### src/rtl/charge_counter_consts.svh
`ifndef CHARGE_COUNTER_CONSTS_SVH
`define CHARGE_COUNTER_CONSTS_SVH

// Register offsets, one 16-bit word each
`define CT_OFF_ALERT_EN     8'h0d
`define CT_OFF_LOW_TH       8'h10
`define CT_OFF_HIGH_TH      8'h11
`define CT_OFF_DIVISOR      8'h12
`define CT_OFF_ACCUM        8'h13
`define CT_OFF_CONFIG       8'h14
`define CT_OFF_ALERT_FLAGS  8'h3a

// Field positions
`define CT_BIT_COUNT_EN     2
`define CT_BIT_LOW_ALERT    13
`define CT_BIT_HIGH_ALERT   12

// Reset values
`define CT_RST_DIVISOR      16'h0200
`define CT_RST_ACCUM        16'h0000
`define CT_RST_LOW_TH       16'h0000
`define CT_RST_HIGH_TH      16'hffff

// Accumulator and divisor limits
`define CT_ACC_MIN          16'h0000
`define CT_ACC_MAX          16'hffff
`define CT_DIV_MIN          16'h0001

// Serial port addresses; the device address is arbitrary
`define CT_DEV_ADDR         7'h2a
`define CT_ARA_ADDR         7'h0c

// Synchroniser reset levels: scl, sda idle high
`define CT_SYNC_RST         5'h18

`endif

### src/rtl/charge_counter_pkg.sv
package charge_counter_pkg;

  typedef enum logic [2:0] {
    I2C_IDLE,
    I2C_RX,
    I2C_ACK,
    I2C_TX,
    I2C_RACK
  } i2c_state_e;

endpackage

### src/rtl/bit_sync.sv
`timescale 1ns/100ps
`default_nettype none

module bit_sync #(
  parameter int               WIDTH   = 1,
  parameter logic [WIDTH-1:0] RST_VAL = '0
) (
  input  wire logic             clk,
  input  wire logic             rst,
  input  wire logic [WIDTH-1:0] async_in,
  output var  logic [WIDTH-1:0] sync_out
);

  logic [WIDTH-1:0] meta_q;

  genvar i;
  generate
    for (i = 0; i < WIDTH; i++) begin : g_bit
      // First stage feeds only the second stage
      always_ff @(posedge clk or posedge rst) begin
        if (rst) begin
          meta_q[i]   <= RST_VAL[i];
          sync_out[i] <= RST_VAL[i];
        end else begin
          meta_q[i]   <= async_in[i];
          sync_out[i] <= meta_q[i];
        end
      end
    end
  endgenerate

endmodule

`default_nettype wire

### src/rtl/tick_prescaler.sv
`timescale 1ns/100ps
`default_nettype none

module tick_prescaler #(
  parameter int WIDTH = 16
) (
  input  wire logic             clk,
  input  wire logic             rst,
  input  wire logic             enable,
  input  wire logic             restart,
  input  wire logic [WIDTH-1:0] divisor,
  input  wire logic             step_up,
  input  wire logic             step_down,
  output var  logic             overflow_q,
  output var  logic             underflow_q
);

  logic [WIDTH-1:0] count_q;
  logic [WIDTH-1:0] top;
  logic             at_top;
  logic             at_bottom;

  // A zero divisor behaves as one, so every tick still steps
  assign top       = (divisor == '0) ? '0 : divisor - {{(WIDTH-1){1'b0}}, 1'b1};
  assign at_top    = (count_q >= top);
  assign at_bottom = (count_q == '0);

  always_ff @(posedge clk or posedge rst) begin
    if (rst) begin
      count_q <= '0;
    end else if (restart) begin
      count_q <= '0;
    end else if (enable && step_up) begin
      count_q <= at_top ? '0 : count_q + {{(WIDTH-1){1'b0}}, 1'b1};
    end else if (enable && step_down) begin
      count_q <= at_bottom ? top : count_q - {{(WIDTH-1){1'b0}}, 1'b1};
    end
  end

  always_ff @(posedge clk or posedge rst) begin
    if (rst) begin
      overflow_q  <= 1'b0;
      underflow_q <= 1'b0;
    end else begin
      overflow_q  <= enable && !restart && step_up && at_top;
      underflow_q <= enable && !restart && !step_up && step_down && at_bottom;
    end
  end

endmodule

`default_nettype wire

### src/rtl/charge_tick_accumulator.sv
// Behaviour
// - Counter resets disabled; only host write enables
// - Counter enable is config register bit 2
// - Low alert enable at bit 13
// - High alert enable at bit 12
// - Accumulator is 16-bit register at 0x13
// - Lower threshold register at 0x10
// - Upper threshold register at 0x11
// - Divisor 1 to 65535, resets to 512
// - Prescaler overflow increments, underflow decrements accumulator
// - Tick sign from switch state and ramp
// - Accumulator saturates at 0 and 65535
// - Host reads return current accumulator value
// - Host writes accumulator; counting continues from it
// - Each limit alert individually maskable
// - Above upper threshold: alert line, high flag
// - Below lower threshold: alert line, low flag
`timescale 1ns/100ps
`default_nettype none
`include "charge_counter_consts.svh"

module charge_tick_accumulator
  import charge_counter_pkg::*;
#(
  parameter logic [6:0] DEV_ADDR = `CT_DEV_ADDR
) (
  input  wire logic core_clk,
  input  wire logic sys_rst,
  input  wire logic scl_i,
  input  wire logic sda_i,
  output var  logic sda_o,
  output var  logic sda_oe,
  output var  logic smbalert_o,
  output var  logic smbalert_oe,
  input  wire logic vtof_tick,
  input  wire logic vtof_switch_state,
  input  wire logic vtof_ramp_rising
);

  logic [4:0]  sync_bus;
  logic        scl_s;
  logic        sda_s;
  logic        tick_s;
  logic        switch_s;
  logic        ramp_s;
  logic        scl_p_q;
  logic        sda_p_q;
  logic        tick_p_q;
  logic        scl_rise;
  logic        scl_fall;
  logic        bus_start;
  logic        bus_stop;

  i2c_state_e  state_q;
  logic [3:0]  bit_cnt_q;
  logic [2:0]  byte_idx_q;
  logic [7:0]  shift_q;
  logic [7:0]  cmd_q;
  logic [7:0]  wlo_q;
  logic [7:0]  tx_hi_q;
  logic        rw_q;
  logic        ack_ok_q;
  logic        ara_q;
  logic        ara_done_q;
  logic        wr_stb_q;
  logic [15:0] wr_data_q;
  logic [15:0] rd_word;

  logic        count_enable_q;
  logic        low_limit_alert_enable_q;
  logic        high_limit_alert_enable_q;
  logic [15:0] charge_low_threshold_q;
  logic [15:0] charge_high_threshold_q;
  logic [15:0] tick_divisor_q;
  logic [15:0] charge_accumulator_q;
  logic        low_limit_alert_flag_q;
  logic        high_limit_alert_flag_q;
  logic        alert_masked_q;

  logic        tick_edge;
  logic        step_up;
  logic        step_down;
  logic        acc_inc;
  logic        acc_dec;
  logic        low_hit;
  logic        high_hit;
  logic        new_event;
  logic        alert_pend;

  function automatic logic reg_hit(input logic [7:0] cmd, input logic [7:0] off);
    reg_hit = (cmd == off);
  endfunction

  // Pins and converter ticks enter through two flops each
  bit_sync #(
    .WIDTH   (5),
    .RST_VAL (`CT_SYNC_RST)
  ) u_sync (
    .clk      (core_clk),
    .rst      (sys_rst),
    .async_in ({scl_i, sda_i, vtof_tick, vtof_switch_state, vtof_ramp_rising}),
    .sync_out (sync_bus)
  );

  assign scl_s    = sync_bus[4];
  assign sda_s    = sync_bus[3];
  assign tick_s   = sync_bus[2];
  assign switch_s = sync_bus[1];
  assign ramp_s   = sync_bus[0];

  always_ff @(posedge core_clk or posedge sys_rst) begin
    if (sys_rst) begin
      scl_p_q  <= 1'b1;
      sda_p_q  <= 1'b1;
      tick_p_q <= 1'b0;
    end else begin
      scl_p_q  <= scl_s;
      sda_p_q  <= sda_s;
      tick_p_q <= tick_s;
    end
  end

  assign scl_rise  = scl_s & ~scl_p_q;
  assign scl_fall  = ~scl_s & scl_p_q;
  assign bus_start = scl_s & scl_p_q & sda_p_q & ~sda_s;
  assign bus_stop  = scl_s & scl_p_q & ~sda_p_q & sda_s;

  // One rising tick edge gives one signed step at most per cycle
  assign tick_edge = tick_s & ~tick_p_q;
  assign step_up   = tick_edge & (switch_s ~^ ramp_s);
  assign step_down = tick_edge & (switch_s ^ ramp_s);

  // Serial engine: SMBus word write and word read, low byte first
  always_ff @(posedge core_clk or posedge sys_rst) begin
    if (sys_rst) begin
      state_q    <= I2C_IDLE;
      bit_cnt_q  <= 4'h0;
      byte_idx_q <= 3'h0;
      shift_q    <= 8'h00;
      cmd_q      <= 8'h00;
      wlo_q      <= 8'h00;
      tx_hi_q    <= 8'h00;
      rw_q       <= 1'b0;
      ack_ok_q   <= 1'b0;
      ara_q      <= 1'b0;
      ara_done_q <= 1'b0;
      wr_stb_q   <= 1'b0;
      wr_data_q  <= 16'h0000;
    end else begin
      wr_stb_q   <= 1'b0;
      ara_done_q <= 1'b0;
      if (bus_start) begin
        state_q    <= I2C_RX;
        bit_cnt_q  <= 4'h0;
        byte_idx_q <= 3'h0;
      end else if (bus_stop) begin
        state_q <= I2C_IDLE;
      end else begin
        case (state_q)
          I2C_IDLE: begin
            bit_cnt_q <= 4'h0;
          end
          I2C_RX: begin
            if (scl_rise && bit_cnt_q != 4'h8) begin
              shift_q   <= {shift_q[6:0], sda_s};
              bit_cnt_q <= bit_cnt_q + 4'h1;
            end else if (scl_fall && bit_cnt_q == 4'h8) begin
              bit_cnt_q <= 4'h0;
              state_q   <= I2C_ACK;
              if (byte_idx_q != 3'h4) begin
                byte_idx_q <= byte_idx_q + 3'h1;
              end
              case (byte_idx_q)
                3'h0: begin
                  ara_q <= 1'b0;
                  if (shift_q[7:1] == DEV_ADDR) begin
                    rw_q <= shift_q[0];
                  end else if (shift_q[7:1] == `CT_ARA_ADDR && shift_q[0] && smbalert_oe) begin
                    rw_q  <= 1'b1;
                    ara_q <= 1'b1;
                  end else begin
                    state_q <= I2C_IDLE;
                  end
                end
                3'h1: cmd_q <= shift_q;
                3'h2: wlo_q <= shift_q;
                3'h3: begin
                  wr_data_q <= {shift_q, wlo_q};
                  wr_stb_q  <= 1'b1;
                end
                default: state_q <= I2C_IDLE;
              endcase
            end
          end
          I2C_ACK: begin
            if (scl_fall) begin
              if (rw_q && byte_idx_q == 3'h1) begin
                state_q <= I2C_TX;
                if (ara_q) begin
                  shift_q    <= {DEV_ADDR, 1'b0};
                  tx_hi_q    <= 8'h00;
                  ara_done_q <= 1'b1;
                end else begin
                  // Whole word captured at once so the two bytes never tear
                  shift_q <= rd_word[7:0];
                  tx_hi_q <= rd_word[15:8];
                end
              end else begin
                state_q <= I2C_RX;
              end
            end
          end
          I2C_TX: begin
            if (scl_fall) begin
              if (bit_cnt_q == 4'h7) begin
                bit_cnt_q <= 4'h0;
                state_q   <= I2C_RACK;
              end else begin
                shift_q   <= {shift_q[6:0], 1'b0};
                bit_cnt_q <= bit_cnt_q + 4'h1;
              end
            end
          end
          I2C_RACK: begin
            if (scl_rise) begin
              ack_ok_q <= ~sda_s;
            end else if (scl_fall) begin
              if (ack_ok_q) begin
                state_q <= I2C_TX;
                shift_q <= tx_hi_q;
                tx_hi_q <= 8'h00;
              end else begin
                state_q <= I2C_IDLE;
              end
            end
          end
          default: state_q <= I2C_IDLE;
        endcase
      end
    end
  end

  // Open drain: only ever pulls low
  assign sda_o  = 1'b0;
  assign sda_oe = (state_q == I2C_ACK) || (state_q == I2C_TX && !shift_q[7]);

  always_comb begin
    rd_word = 16'h0000;
    if (reg_hit(cmd_q, `CT_OFF_ALERT_EN)) begin
      rd_word[`CT_BIT_LOW_ALERT]  = low_limit_alert_enable_q;
      rd_word[`CT_BIT_HIGH_ALERT] = high_limit_alert_enable_q;
    end else if (reg_hit(cmd_q, `CT_OFF_LOW_TH)) begin
      rd_word = charge_low_threshold_q;
    end else if (reg_hit(cmd_q, `CT_OFF_HIGH_TH)) begin
      rd_word = charge_high_threshold_q;
    end else if (reg_hit(cmd_q, `CT_OFF_DIVISOR)) begin
      rd_word = tick_divisor_q;
    end else if (reg_hit(cmd_q, `CT_OFF_ACCUM)) begin
      rd_word = charge_accumulator_q;
    end else if (reg_hit(cmd_q, `CT_OFF_CONFIG)) begin
      rd_word[`CT_BIT_COUNT_EN] = count_enable_q;
    end else if (reg_hit(cmd_q, `CT_OFF_ALERT_FLAGS)) begin
      rd_word[`CT_BIT_LOW_ALERT]  = low_limit_alert_flag_q;
      rd_word[`CT_BIT_HIGH_ALERT] = high_limit_alert_flag_q;
    end
  end

  // No pin reaches the enable; it changes only by a host write
  always_ff @(posedge core_clk or posedge sys_rst) begin
    if (sys_rst) begin
      count_enable_q <= 1'b0;
    end else if (wr_stb_q && reg_hit(cmd_q, `CT_OFF_CONFIG)) begin
      count_enable_q <= wr_data_q[`CT_BIT_COUNT_EN];
    end
  end

  always_ff @(posedge core_clk or posedge sys_rst) begin
    if (sys_rst) begin
      low_limit_alert_enable_q  <= 1'b0;
      high_limit_alert_enable_q <= 1'b0;
    end else if (wr_stb_q && reg_hit(cmd_q, `CT_OFF_ALERT_EN)) begin
      low_limit_alert_enable_q  <= wr_data_q[`CT_BIT_LOW_ALERT];
      high_limit_alert_enable_q <= wr_data_q[`CT_BIT_HIGH_ALERT];
    end
  end

  always_ff @(posedge core_clk or posedge sys_rst) begin
    if (sys_rst) begin
      charge_low_threshold_q  <= `CT_RST_LOW_TH;
      charge_high_threshold_q <= `CT_RST_HIGH_TH;
    end else begin
      if (wr_stb_q && reg_hit(cmd_q, `CT_OFF_LOW_TH)) begin
        charge_low_threshold_q <= wr_data_q;
      end
      if (wr_stb_q && reg_hit(cmd_q, `CT_OFF_HIGH_TH)) begin
        charge_high_threshold_q <= wr_data_q;
      end
    end
  end

  // A zero write is stored as one to keep the divisor in range
  always_ff @(posedge core_clk or posedge sys_rst) begin
    if (sys_rst) begin
      tick_divisor_q <= `CT_RST_DIVISOR;
    end else if (wr_stb_q && reg_hit(cmd_q, `CT_OFF_DIVISOR)) begin
      tick_divisor_q <= (wr_data_q == 16'h0000) ? `CT_DIV_MIN : wr_data_q;
    end
  end

  tick_prescaler #(
    .WIDTH (16)
  ) u_prescaler (
    .clk         (core_clk),
    .rst         (sys_rst),
    .enable      (count_enable_q),
    .restart     (wr_stb_q && reg_hit(cmd_q, `CT_OFF_DIVISOR)),
    .divisor     (tick_divisor_q),
    .step_up     (step_up),
    .step_down   (step_down),
    .overflow_q  (acc_inc),
    .underflow_q (acc_dec)
  );

  // Host write wins over a step in the same cycle; that step is dropped
  always_ff @(posedge core_clk or posedge sys_rst) begin
    if (sys_rst) begin
      charge_accumulator_q <= `CT_RST_ACCUM;
    end else if (wr_stb_q && reg_hit(cmd_q, `CT_OFF_ACCUM)) begin
      charge_accumulator_q <= wr_data_q;
    end else if (acc_inc && charge_accumulator_q != `CT_ACC_MAX) begin
      charge_accumulator_q <= charge_accumulator_q + 16'h0001;
    end else if (acc_dec && charge_accumulator_q != `CT_ACC_MIN) begin
      charge_accumulator_q <= charge_accumulator_q - 16'h0001;
    end
  end

  assign high_hit = high_limit_alert_enable_q && (charge_accumulator_q > charge_high_threshold_q);
  assign low_hit  = low_limit_alert_enable_q && (charge_accumulator_q < charge_low_threshold_q);

  // Set beats a write-one clear in the same cycle
  always_ff @(posedge core_clk or posedge sys_rst) begin
    if (sys_rst) begin
      high_limit_alert_flag_q <= 1'b0;
      low_limit_alert_flag_q  <= 1'b0;
    end else begin
      if (high_hit) begin
        high_limit_alert_flag_q <= 1'b1;
      end else if (wr_stb_q && reg_hit(cmd_q, `CT_OFF_ALERT_FLAGS)
                   && wr_data_q[`CT_BIT_HIGH_ALERT]) begin
        high_limit_alert_flag_q <= 1'b0;
      end
      if (low_hit) begin
        low_limit_alert_flag_q <= 1'b1;
      end else if (wr_stb_q && reg_hit(cmd_q, `CT_OFF_ALERT_FLAGS)
                   && wr_data_q[`CT_BIT_LOW_ALERT]) begin
        low_limit_alert_flag_q <= 1'b0;
      end
    end
  end

  assign alert_pend = (high_limit_alert_flag_q && high_limit_alert_enable_q)
                    || (low_limit_alert_flag_q && low_limit_alert_enable_q);
  assign new_event  = (high_hit && !high_limit_alert_flag_q)
                    || (low_hit && !low_limit_alert_flag_q);

  // Answering the alert response address quiets the line until a fresh event
  always_ff @(posedge core_clk or posedge sys_rst) begin
    if (sys_rst) begin
      alert_masked_q <= 1'b0;
    end else if (new_event) begin
      alert_masked_q <= 1'b0;
    end else if (ara_done_q) begin
      alert_masked_q <= 1'b1;
    end else if (!alert_pend) begin
      alert_masked_q <= 1'b0;
    end
  end

  assign smbalert_o  = 1'b0;
  assign smbalert_oe = alert_pend && !alert_masked_q;

endmodule

`default_nettype wire

### config.mk
export PLATFORM = sky130hd
export DESIGN_NAME = charge_tick_accumulator
export DESIGN_NICKNAME = d
export VERILOG_FILES = /design/src/rtl/charge_counter_pkg.sv /design/src/rtl/bit_sync.sv /design/src/rtl/tick_prescaler.sv /design/src/rtl/charge_tick_accumulator.sv
export VERILOG_INCLUDE_DIRS = /design/src /design/src/rtl
export SDC_FILE = /design/constraint.sdc
export NUM_CORES = 1
export LEC_CHECK = 0
export ABC_AREA = 1
export BUFFER_PORTS_ARGS = -buffer_cell sky130_fd_sc_hd__buf_2
export CORE_MARGIN = 3
export CORE_UTILIZATION = 60
export CTS_CLUSTER_SIZE = 10
export DETAILED_ROUTE_END_ITERATION = 16
export PLACE_DENSITY = 0.76
export REMOVE_ABC_BUFFERS = 1
export SLEW_MARGIN = 40
export SYNTH_ARGS = -nofsm -noshare
export SYNTH_HDL_FRONTEND = slang
export SYNTH_HIERARCHICAL = 1
export SYNTH_SLANG_ARGS = --single-unit
### constraint.sdc
create_clock -name core_clk -period 9.5 [get_ports core_clk]
set_clock_uncertainty 0.15 [all_clocks]
set_input_delay 1.9 -clock core_clk [delete_from_list [all_inputs] [get_ports core_clk]]
set_output_delay 1.9 -clock core_clk [all_outputs]
set_load 0.01 [all_outputs]
# After elaboration in Yosys (flattened, before gate mapping)
# Cells that the tools add are included.
# W data, S select, Z words.
word_totals:
  word_cells: 273
  input_bits: 7
  regBits: 164
op_classes:
  add_sub_neg: 7
  muxes: 92
  n_lt_le_gt_ge: 3
  bitwise_logic: 20
  n_reduce_logical: 70
  n_eq_ne: 42
op_table:
  columns: ["operator", "count"]
  rows:
  - ["$mux W16", 13]
  - ["$mux W8", 15]
  - ["$logic_not A16 Y1", 3]
  - ["$sub A16 B1 Y16 const B", 3]
  - ["$mux W3", 15]
  - ["$eq A8 B5 Y1 const B", 5]
  - ["$ne A4 B4 Y1 const B", 9]
  - ["$add A16 B1 Y16 const B", 2]
  - ["$logic_and A1 B1 Y1", 32]
  - ["$pmux W8 S4", 1]
  - ["$mux W1", 25]
  - ["$mux W4", 6]
  - ["$reduce_and A6 Y1", 4]
  - ["$mux W2", 11]
  - ["$ne A2 B2 Y1 const B", 10]
  - ["$ge A16 B16 Y1", 1]
  - ["$gt A16 B16 Y1", 1]
  - ["$lt A16 B16 Y1", 1]
  - ["$ne A16 B16 Y1 const B", 1]
  - ["$pmux W8 S2", 1]
  - ["$reduce_and A8 Y1", 2]
  - ["$reduce_bool A16 Y1", 1]
  - ["$pmux W3 S5", 1]
  - ["$reduce_bool A2 Y1", 7]
  - ["other kinds (30)", 64]

# Depth between registers and ports, before layout
# Gate-level depths: netlist of the first run.
logic_depth:
  depth_word: 12
  mapped_depth: 21
  mapped_depth_nobuf: 20

# Cells and area by module
# The synthesis of the first run kept the hierarchy.
modules_own_cells:
  columns: ["module", "instances", "cells_per_inst", "area_each_um2", "seq_area_each_um2"]
  rows:
  - ["charge_tick_accumulator", 1, 1167, 8541.9, 3427.0]
  - ["tick_prescaler", 1, 523, 2961.6, 450.4]
  - ["bit_sync", 1, 11, 259.0, 255.2]

# Worst setup path before layout of the first run
# OpenSTA, ideal clock, no wires.
synth_path:
  path_type: "register to output"
  start: "register state_q[2]"
  end: "output port sda_oe"
  arrival_ns: 1.067
  required_ns: 7.450
  slack_ns: 6.383
  stages_incl_launch_ff: 6
  n_path_buf: 0
  cell_sequence: "dfrtp_1 > inv_2 > nand2_2 > inv_1 > nand2_2 > o21ai_0"
synth_via:
  elab_chain_len: 3
  elab_cells_between_ends: 4
  classes_between: "eq/ne: 2; reduce/logical: 2"
synth_rtl:
  columns: ["item", "line_no", "text"]
  rows:
  - ["start: declaration", "charge_tick_accumulator.sv:54", "i2c_state_e state_q;"]
  - ["start signal: assignment", "charge_tick_accumulator.sv:136", "state_q <= I2C_IDLE;"]
  - ["start signal: assignment", "charge_tick_accumulator.sv:153", "state_q <= I2C_RX;"]
  - ["start signal: assignment", "charge_tick_accumulator.sv:157", "state_q <= I2C_IDLE;"]
  - ["$eq A3 B2 Y1", "charge_tick_accumulator.sv:245", "assign sda_oe = (state_q == I2C_ACK) || (state_q == I2C_TX && !shift_q[7]);"]
  - ["$logic_and A1 B1 Y1", "charge_tick_accumulator.sv:245", null]
  - ["$logic_or A1 B1 Y1 *", "charge_tick_accumulator.sv:245", null]
  - ["end: declaration", "charge_tick_accumulator.sv:32", "output var logic sda_oe,"]
# Every way passes the cells marked *; elsewhere a longest branch is shown, timed or not.

# Worst setup path after layout of the first run
# Ends and elaborated chain as after synthesis.

==> out/qor.csv, run 1 <==
metric;value;unit
outcome;completed;
# port buffers;8;
RSZ-0062 raised after global routing;no;
Synth top area share;30.0;%
row count;50;
Synth Cell Area;11800;um^2
detailed placement HPWL;26500;um
final hold violation count;0;
CP max FO;10;
# IOs;11;
GRT Util Overall;32.5;%
CTS Buf Count;17;
post-DR wirelength/cell;17.7;um
max-slew violation count;0;
final setup violation count;0;
clk sink count;164;
slew of the pin with the lowest slew margin;0.795;ns
LEAKAGE;0.00622;uW
Clock Path Buffers;2;
total wire length;34700;um
ANT cells;0;
synth unique cells;46;
share of post-route cells with drive strength above 1;8.70;%
met2 usage;54.1;%
post-layout util;66.1;%
synthesized flop and latch total;164;
Post-Syn Instances;1701;
WP data required;7.45;ns
Placement Setup Slack;5.97;ns
max-cap violations;0;
first-pass iteration count of the detailed router;8;
most used routing layer;met2;
met3 usage;6.02;%
Worst VDD drop;130;uV
# resized after CTS;0;
Peak Freq;257;MHz
Root Buffer;clkbuf_16;
Routability Congestion;1.04;
Pwr per Cell Area;137;nW/um^2
arrival time worst endpoint;1.84;ns
vias in the first global route;10600;
worst hold slack;0.193;ns
initial antenna violation count;1;
nature of the critical path endpoint;output port;
# fillers;1728;
cts-stage hold buffer count;0;
Synth Area in Compound Gates;11.3;%
total negative setup slack;0;ns
Die Y;146;um
xor/xnor share of the synthesized area;1.41;%
Top FF cell, synth;dfrtp_1;
Worst Hold Class;flip-flop to flip-flop;
Initial Utilization;62.1;%
via count;11300;
hold_sp;u_sync/meta_q[0];
core area;19000;um^2
H-tree depth;4;
syn avg cell area;6.92;um^2
Synth Area in Simple Gates;35.0;%
Post-synth EDFFs;0;
final worst setup slack;5.61;ns
Layout area overhead;6.52;%
Tmin final;3.89;ns
DRC viols;0;
largest family of logic cells by synthesized area;simple AND/OR/NAND/NOR gates;
top post-synthesis cells by area;dfrtp_1 30%, nand2_1 17%, ha_1 7.9%;
proportion of synthesized chip area in sequential cells;35.1;%
WS Path Type;flip-flop to output port;
TritonCTS clock tree;built;
Final #Nets;1771;
CTS clock-pin slew for the worst setup and hold paths;0.07;ns
Post-DRT Antenna Nets;0;
die area;21300;um^2
Iter 0 DRT Violations;950;
setup bufs post-CTS;0;
Slew headroom;46.9;%
Post-synth ARST share;100;%
Skew-Pair Late Insertion Delay;0.44;ns
Startpoint Class;flip-flop;
vias per inst;5.76;
Reg-to-Reg Start;cmd_q[5];
mux cell area share after synthesis;0;%
GRT Residual Overflow;0;
die width;146;um
leading area contributor after synthesis;dfrtp_1;
first-pass GRT wire length;55100;um
post-synthesis adder-cell area fraction;8.04;%
met1 Track Usage GR;41.5;%
Final Cycle Share;40.9;%
Power Total;1710;uW
largest net degree at the start of global routing;79;
beginning of the critical path;state_q[2];
yosys warns;6;
[per-stage QoR]
step	instances	instance area (um^2)
4_1_cts	1961	12500
2_1_floorplan	1658	11500
6_report	1962	12500
3_3_place_gp	1927	11900
3_5_place_dp	1929	11900
5_1_grt	1962	12500
[cells by family (layout without fill, tap and decap cells)]
group,count (synthesis),in the layout
AOI/OAI and AO/OA,247,247
other,1,2
and+or+nand+nor,946,946
adders and majority gates,75,75
DFF,164,164
xor gates and xnor gates,19,19
buffers and inverters,249,249
[path summary, 6_finish.rpt]
check                      slack [ns]  cells after the start                    endpoint
max in group asynchronous        6.61                      4  charge_high_threshold_q[8]
setup reg to reg                 6.09                     13      u_prescaler/count_q[7]
setup / recovery                 5.61                      6                      sda_oe
min in group asynchronous        1.36                      2          u_sync/sync_out[1]
hold / removal                   0.19                      0          u_sync/sync_out[0]
hold reg to reg                  0.19                      0          u_sync/sync_out[0]
[synth_stat cells (all sizes together), types with 2 or more instances]
| cell type | number |
|---|---|
| o211ai | 7 |
| a21oi | 70 |
| inv | 205 |
| nor2 | 191 |
| dfrtp | 141 |
| nand3 | 153 |
| o21a | 2 |
| clkbuf | 11 |
| o21ai | 156 |
| or2 | 3 |
| o21bai | 3 |
| nand2 | 543 |
| xor2 | 17 |
| nor3 | 15 |
| buf | 32 |
| xnor2 | 2 |
| ha | 74 |
| a211oi | 3 |
| and2 | 2 |
| dfstp | 23 |
| nor4 | 8 |
| nand3b | 2 |
| nand4 | 28 |
| o22ai | 3 |
[power by group]
| group | switching, uW | internal [uW] | total [uW] |
|---|---|---|---|
| Combinational | 162 | 55.0 | 217 |
| Sequential | 26.4 | 725 | 752 |
| Clock | 315 | 429 | 744 |
| Total | 503 | 1210 | 1710 |
[sequential cells by signal (all words and copies together) (netlist names), 3 cells and up]
signal	count
shift_q	8
byte_idx_q	3
u_prescaler/count_q	16
bit_cnt_q	4
state_q	3
wlo_q	8
tick_divisor_q	16
charge_low_threshold_q	16
wr_data_q	16
tx_hi_q	8
cmd_q	8
u_sync/meta_q	5
u_sync/sync_out	5
charge_high_threshold_q	16
charge_accumulator_q	16
[worst max-delay path, cell delays in order, from the launching register on]
cell and delay [ns]:
dfrtp_1 0.41, inv_2 0.12, nand2_2 0.11, inv_1 0.10
nand2_2 0.13, o21ai_0 0.33, buf_2 0.20
[placed cells by master, fill, tap and decap left out, types with 4 or more instances in the layout]
| cell type | count |
|---|---|
| nor2_4 | 14 |
| nand2_1 | 528 |
| nor3_1 | 14 |
| nor2_1 | 164 |
| o21ai_1 | 59 |
| inv_6 | 7 |
| ha_1 | 74 |
| a21oi_2 | 8 |
| xor2_1 | 17 |
| nand4_1 | 26 |
| clkbuf_16 | 17 |
| inv_2 | 18 |
| buf_2 | 8 |
| nand3_2 | 4 |
| inv_1 | 186 |
| nor2_2 | 12 |
| o21ai_0 | 97 |
| dfrtp_1 | 141 |
| nand2_4 | 4 |
| nand3_1 | 149 |
| a21oi_1 | 61 |
| dfstp_2 | 23 |
| nor4_1 | 8 |
| o211ai_1 | 6 |
| nand2_2 | 11 |
[final cells by class]
cell class / instances / area, um^2 / area share, %
Clock buffer: 18 / 439 / 3.51
Tap cell: 260 / 325 / 2.60
Timing Repair Buffer: 12 / 90.1 / 0.719
Multi-Input combinational cell: 1289 / 6580 / 52.5
Clock inverter: 14 / 190 / 1.52
Inverter: 205 / 774 / 6.18
Sequential cell: 164 / 4130 / 33.0
[layer usage]
| metal | part of all wire (%) | up-vias |
|---|---|---|
| met2 | 47 | 444 |
| met4 | 4.9 | 2 |
| met5 | 0.037 | - |
| met1 | 41 | 5252 |
| met3 | 7.1 | 115 |
| li1 | - | 5479 |
(Power assumes the default switching activity.)
==> run 2, diff against run 1 <==
--- a/config.mk
+++ b/config.mk
@@ -6,13 +6,13 @@
 export SDC_FILE = /design/constraint.sdc
 export NUM_CORES = 1
 export LEC_CHECK = 0
-export ABC_AREA = 1
+export ABC_AREA = 0
 export BUFFER_PORTS_ARGS = -buffer_cell sky130_fd_sc_hd__buf_2
 export CORE_MARGIN = 3
-export CORE_UTILIZATION = 60
+export CORE_UTILIZATION = 58
 export CTS_CLUSTER_SIZE = 10
 export DETAILED_ROUTE_END_ITERATION = 16
-export PLACE_DENSITY = 0.76
+export PLACE_DENSITY = 0.77
 export REMOVE_ABC_BUFFERS = 1
 export SLEW_MARGIN = 40
 export SYNTH_ARGS = -nofsm -noshare
==> constraint.sdc (replaced) <==
create_clock -name core_clk -period 3.3 [get_ports core_clk]
set_clock_uncertainty 0.15 [all_clocks]
set_input_delay 0.66 -clock core_clk [delete_from_list [all_inputs] [get_ports core_clk]]
set_output_delay 0.66 -clock core_clk [all_outputs]
set_load 0.01 [all_outputs]
==> out/qor.csv, run 2 <==
metric;value;unit
Comb power frac;6.0;%
total wire length;32200;um
Clk pwr share;45.9;%
proportion of synthesized chip area in sequential cells;37.3;%
ANT cells;0;
die width;144;um
final hold violation count;0;
Skew-Pair Late Insertion Delay;0.43;ns
Clock Path Buffers;2;
Synth Cell Area;11100;um^2
Pwr per Cell Area;353;nW/um^2
sw frac;25.4;%
synth unique cells;103;
die area;20800;um^2
Top FF cell, synth;dfrtp_1;
Routability Congestion;0.980;
Initial Utilization;60.4;%
Post-synth ARST share;100;%
Root Buffer;clkbuf_16;
WS Path Type;flip-flop to flip-flop;
vias in the first global route;9572;
Peak Freq;283;MHz
Synth top area share;31.8;%
DRC viols;0;
Post-synth EDFFs;0;
core area;18300;um^2
GRT Util Overall;31.3;%
H-tree depth;4;
# IOs;11;
Reg-to-Reg Start;tick_divisor_q[3];
Sw Pwr;1150;uW
commonest non-fill, non-tap cell in the layout;nand2_1;
Startpoint Class;flip-flop;
initial antenna violation count;0;
CTS clock-pin slew for the worst setup and hold paths;0.07;ns
yosys warns;6;
RSZ-0062 raised after global routing;yes;
final worst setup slack;-0.232;ns
Iter 0 DRT Violations;1028;
# fillers;1353;
placed cell count;1480;
Worst VDD drop;396;uV
Final Non-Filler Cells;1530;
Post-DRT Antenna Nets;0;
cts-stage hold buffer count;0;
CP max FO;4;
synthesized flop and latch total;164;
final setup violation count;17;
Tmin final;3.53;ns
Final #Nets;1370;
WP data required;3.47;ns
Post-Syn Instances;1197;
leading area contributor after synthesis;dfrtp_1;
TritonCTS clock tree;built;
LEAKAGE;0.00587;uW
via count;9984;
Reg power frac;48.1;%
largest net degree at the start of global routing;67;
# port buffers;8;
share of post-route cells with drive strength above 1;24.4;%
nature of the critical path endpoint;flip-flop;
clk sink count;164;
count leader, synth;nand2_1;
beginning of the critical path;tick_divisor_q[3];
Worst Hold Class;input pin to async pin;
Die Y;144;um
CTS Buf Count;17;
max-slew violation count;0;
first-pass iteration count of the detailed router;5;
post-DR wirelength/cell;21.1;um
first-pass GRT wire length;50800;um
slew of the pin with the lowest slew margin;0.856;ns
row count;49;
vias per inst;6.53;
Int Power;3390;uW
post-layout util;70.3;%
failing checks;negative setup slack;
outcome;finished, violations left;
Slew headroom;42.8;%
top post-synthesis cells by area;dfrtp_1 32%, ha_1 8.4%, dfstp_2 5.5%;
Final Cycle Share;107;%
multi-input logic area;6670;um^2
most frequent cells in the layout;145 x nand2_1, 141 x dfrtp_1, 109 x buf_4;
arrival time worst endpoint;3.71;ns
syn avg cell area;9.26;um^2
top post-synthesis cells by count;146 x nand2_1, 141 x dfrtp_1, 85 x o21ai_0;
sequential cell area;4130;um^2
GRT Residual Overflow;0;
max-cap violations;0;
Layout area overhead;16.3;%
detailed placement HPWL;22800;um
## run 2: changes by cell type after synthesis, sizes merged, moves of 17 or more
cell / change
a22oi: +19
nor2: -116
inv: -140
nor2b: +17
nor3: +19
nand2: -395
nand3: -119
mux2: +59
o21ai: -64
clkbuf: +21
## run 2: kinds of logic after synthesis
logic type	Yosys count	share of synthesized area, %
xor+xnor	18	1.42
other cells	1	0.0338
buf+inv	117	5.22
mux	76	8.14
fa+ha+maj	75	8.54
compound gates	325	19.8
simple gates	421	19.5
flops	164	37.3
## run 2: final timing paths
kind	endpoint	slack, ns	cells past startpoint
max	u_prescaler/count_q[11]	-0.23	12
min	u_sync/meta_q[2]	0.08	2
max reg2reg	u_prescaler/count_q[11]	-0.23	12
min reg2reg	u_sync/sync_out[0]	0.20	0
max in group asynchronous	tick_divisor_q[9]	2.07	3
min in group core_clk	u_sync/meta_q[4]	0.18	1
## run 2: cell type report
type	count	share of cell area (%)
Timing Repair Buffer	123	7.26
Multi-Input combinational cell	917	51.7
Sequential cell	164	32.1
Clock buffer	19	3.44
Inverter	65	1.93
Tap cell	229	2.22
Clock inverter	13	1.32
## run 2: stage by stage
step	setup slack [ns]	area [um^2]	TNS, ns	power, uW	hold slack, ns
finish	-0.232	12900	-2.30	4540	0.0769
global route	-0.359	12900	-4.79	4690	0.110
CTS	-0.0991	12600	-0.547	4550	0.0802
detailed placement	-0.327	11800	-4.25	2490	0.194
global placement	-0.234	11800	-2.52	2470	0.183
floorplan	-1.12	10700	-135.27	2360	0.181
## run 2: power groups by stage
stage	clock [uW]	combinational, uW	sequential [uW]
CTS	2110	271	2180
detailed placement	0	270	2220
global route	2190	306	2190
floorplan	0	185	2170
global placement	0	259	2220
finish	2080	272	2190
## run 2: repair_timing
item	in CTS	in global routing
setup buffers	5	13
pin swaps	18	14
resized for setup	34	31
setup endpoints to repair	17	21
## run 2: per-layer routing
metal / wire, um / up-vias / global-route usage, %
met5: 0 / - / 0
met4: 1250 / 0 / 14.2
met3: 2940 / 88 / 6.32
met2: 15000 / 497 / 48.5
met1: 13100 / 4806 / 42.7
li1: - / 4593 / -
## run 2: critical path, cell delays in order, from the launching register on
cell and delay, ns:
dfrtp_1 0.40, buf_4 0.14, or4_4 0.51, or4_4 0.45
mux2i_4 0.21, ha_4 0.28, nand4_1 0.10, or2_4 0.29
o311a_4 0.33, nand2_4 0.07, buf_4 0.12, o21ai_0 0.08
a211o_1 0.28
==> run 3, diff against run 2 <==
--- a/config.mk
+++ b/config.mk
@@ -8,11 +8,11 @@
 export LEC_CHECK = 0
 export ABC_AREA = 0
 export BUFFER_PORTS_ARGS = -buffer_cell sky130_fd_sc_hd__buf_2
-export CORE_MARGIN = 3
+export CORE_MARGIN = 2
 export CORE_UTILIZATION = 58
 export CTS_CLUSTER_SIZE = 10
 export DETAILED_ROUTE_END_ITERATION = 16
-export PLACE_DENSITY = 0.77
+export PLACE_DENSITY = 0.85
 export REMOVE_ABC_BUFFERS = 1
 export SLEW_MARGIN = 40
 export SYNTH_ARGS = -nofsm -noshare
==> out/qor.csv, run 3 (synthesis gave the netlist of run 2 again) <==
metric;value;unit
outcome;finished, violations left;
failing checks;negative setup slack;
die width;142;um
Final Non-Filler Cells;1531;
vias in the first global route;10100;
multi-input logic area;6720;um^2
final setup violation count;17;
Worst Hold Class;input pin to async pin;
Reg-to-Reg Start;tick_divisor_q[3];
Post-DRT Antenna Nets;0;
nature of the critical path endpoint;flip-flop;
Final #Nets;1366;
beginning of the critical path;tick_divisor_q[3];
post-DR wirelength/cell;23.2;um
sequential cell area;4130;um^2
via count;10600;
Peak Freq;275;MHz
Root Buffer;clkbuf_16;
Placement Setup Slack;-0.352;ns
clk sink count;164;
Clock Path Buffers;2;
final worst setup slack;-0.335;ns
initial antenna violation count;0;
largest net degree at the start of global routing;66;
FF-to-FF path depth;14;
most frequent cells in the layout;144 x nand2_1, 141 x dfrtp_1, 99 x buf_4;
total negative setup slack;-4.45;ns
Worst VDD drop;386;uV
flop-to-flop setup slack;-0.34;ns
max-slew violation count;0;
ANT cells;0;
CP max FO;5;
GRT Residual Overflow;0;
Skew-Pair Late Insertion Delay;0.43;ns
Final Cycle Share;110;%
Startpoint Class;flip-flop;
max-cap violations;0;
Iter 0 DRT Violations;1092;
placed cell count;1479;
WP data required;3.47;ns
post-route cell area;12800;um^2
# fillers;1313;
final hold violation count;0;
share of post-route cells with drive strength above 1;24.6;%
DRC viols;0;
Post-DP Area;11800;um^2
Die Y;142;um
first-pass iteration count of the detailed router;6;
GRT Util Overall;33.8;%
detailed placement HPWL;22900;um
reg2reg end;u_prescaler/count_q[4];
arrival time worst endpoint;3.80;ns
core area;18700;um^2
row count;50;
commonest non-fill, non-tap cell in the layout;nand2_1;
Tmin final;3.64;ns
WS Path Type;flip-flop to flip-flop;
slew of the pin with the lowest slew margin;0.764;ns
TritonCTS clock tree;built;
total wire length;35400;um
first-pass GRT wire length;53100;um
Initial Utilization;59.2;%
vias per inst;6.92;
RSZ-0062 raised after global routing;yes;
LEAKAGE;0.00582;uW
# IOs;11;
die area;20200;um^2
CTS clock-pin slew for the worst setup and hold paths;0.07;ns
Layout area overhead;15.9;%
Pwr per Cell Area;339;nW/um^2
H-tree depth;4;
# port buffers;8;
Routability Congestion;0.973;
CTS Buf Count;17;
Slew headroom;48.6;%
## run 3: cell count changes in the layout (fill, tap and decap cells not counted), moves of 2 or more
cell       before  now
a21boi_0        6    3
a21boi_1        0    3
a31oi_1        16   14
buf_4         109   99
buf_6           5   11
bufinv_16       3    0
clkinv_4        0    3
nand2b_1       15   13
nand2b_4        0    2
nor2b_2         0    2
nor4_2          2    4
xnor2_1         8   10
xnor2_2         2    0
## run 3: report_power, final
part / total [uW] / switching (uW) / leakage, uW / internal (uW)
Sequential: 2150 / 81.6 / 0.00218 / 2070
Combinational: 317 / 213 / 0.00337 / 103
Clock: 1890 / 887 / 0.000269 / 999
## run 3: metal layers
metal | track usage, % | wire [um] | up-vias | share of wire [%]
li1 | - | - | 4578 | -
met1 | 43.5 | 13100 | 5062 | 37
met2 | 53.8 | 16100 | 729 | 45
met3 | 7.57 | 3790 | 224 | 11
met4 | 17.6 | 2450 | 0 | 6.9
met5 | 0 | 0 | - | 0
## run 3: stage by stage
stage	power, uW	hold slack, ns	utilization [%]
2_1_floorplan	2360	0.181	-
3_3_place_gp	2480	0.183	62.9
4_1_cts	4330	0.106	67.6
5_1_grt	4490	0.134	68.7
3_5_place_dp	2500	0.185	62.9
6_report	4360	0.0961	68.7
## run 3: worst max path at each step
stage                                   end  cells after the start
finish               u_prescaler/count_q[4]                     14
global route         u_prescaler/count_q[6]                     17
CTS                  u_prescaler/count_q[4]                     11
detailed placement   u_prescaler/count_q[4]                     12
global placement    u_prescaler/count_q[11]                     10
floorplan                          ack_ok_q                      1
## run 3: final cells by class
type | count | share of cell area (%)
Clock inverter | 12 | 0.760
Inverter | 65 | 1.94
Clock buffer | 20 | 3.48
Tap cell | 234 | 2.28
Timing Repair Buffer | 118 | 7.06
Sequential cell | 164 | 32.2
Multi-Input combinational cell | 918 | 52.3
## run 3: critical path, stage by stage, from the launching register on
cell      delay (ns)
dfrtp_1         0.43
buf_6           0.16
nor4_4          0.35
buf_4           0.18
buf_4           0.11
nand4b_1        0.15
xnor2_1         0.23
nand2_1         0.11
ha_1            0.30
nand4_1         0.15
or2_4           0.33
o311a_4         0.36
nand2_4         0.12
o21ai_1         0.09
a211o_1         0.28
## run 3: repair_timing
item                                    in CTS  in global routing
hold endpoints to repair                     0                  0
gates cloned                                 1                  0
setup buffers                               15                  4
pin swaps                                   31                 15
gates resized for setup                     55                 29
endpoints found under the setup margin      18                 20
hold buffers                                 0                  0
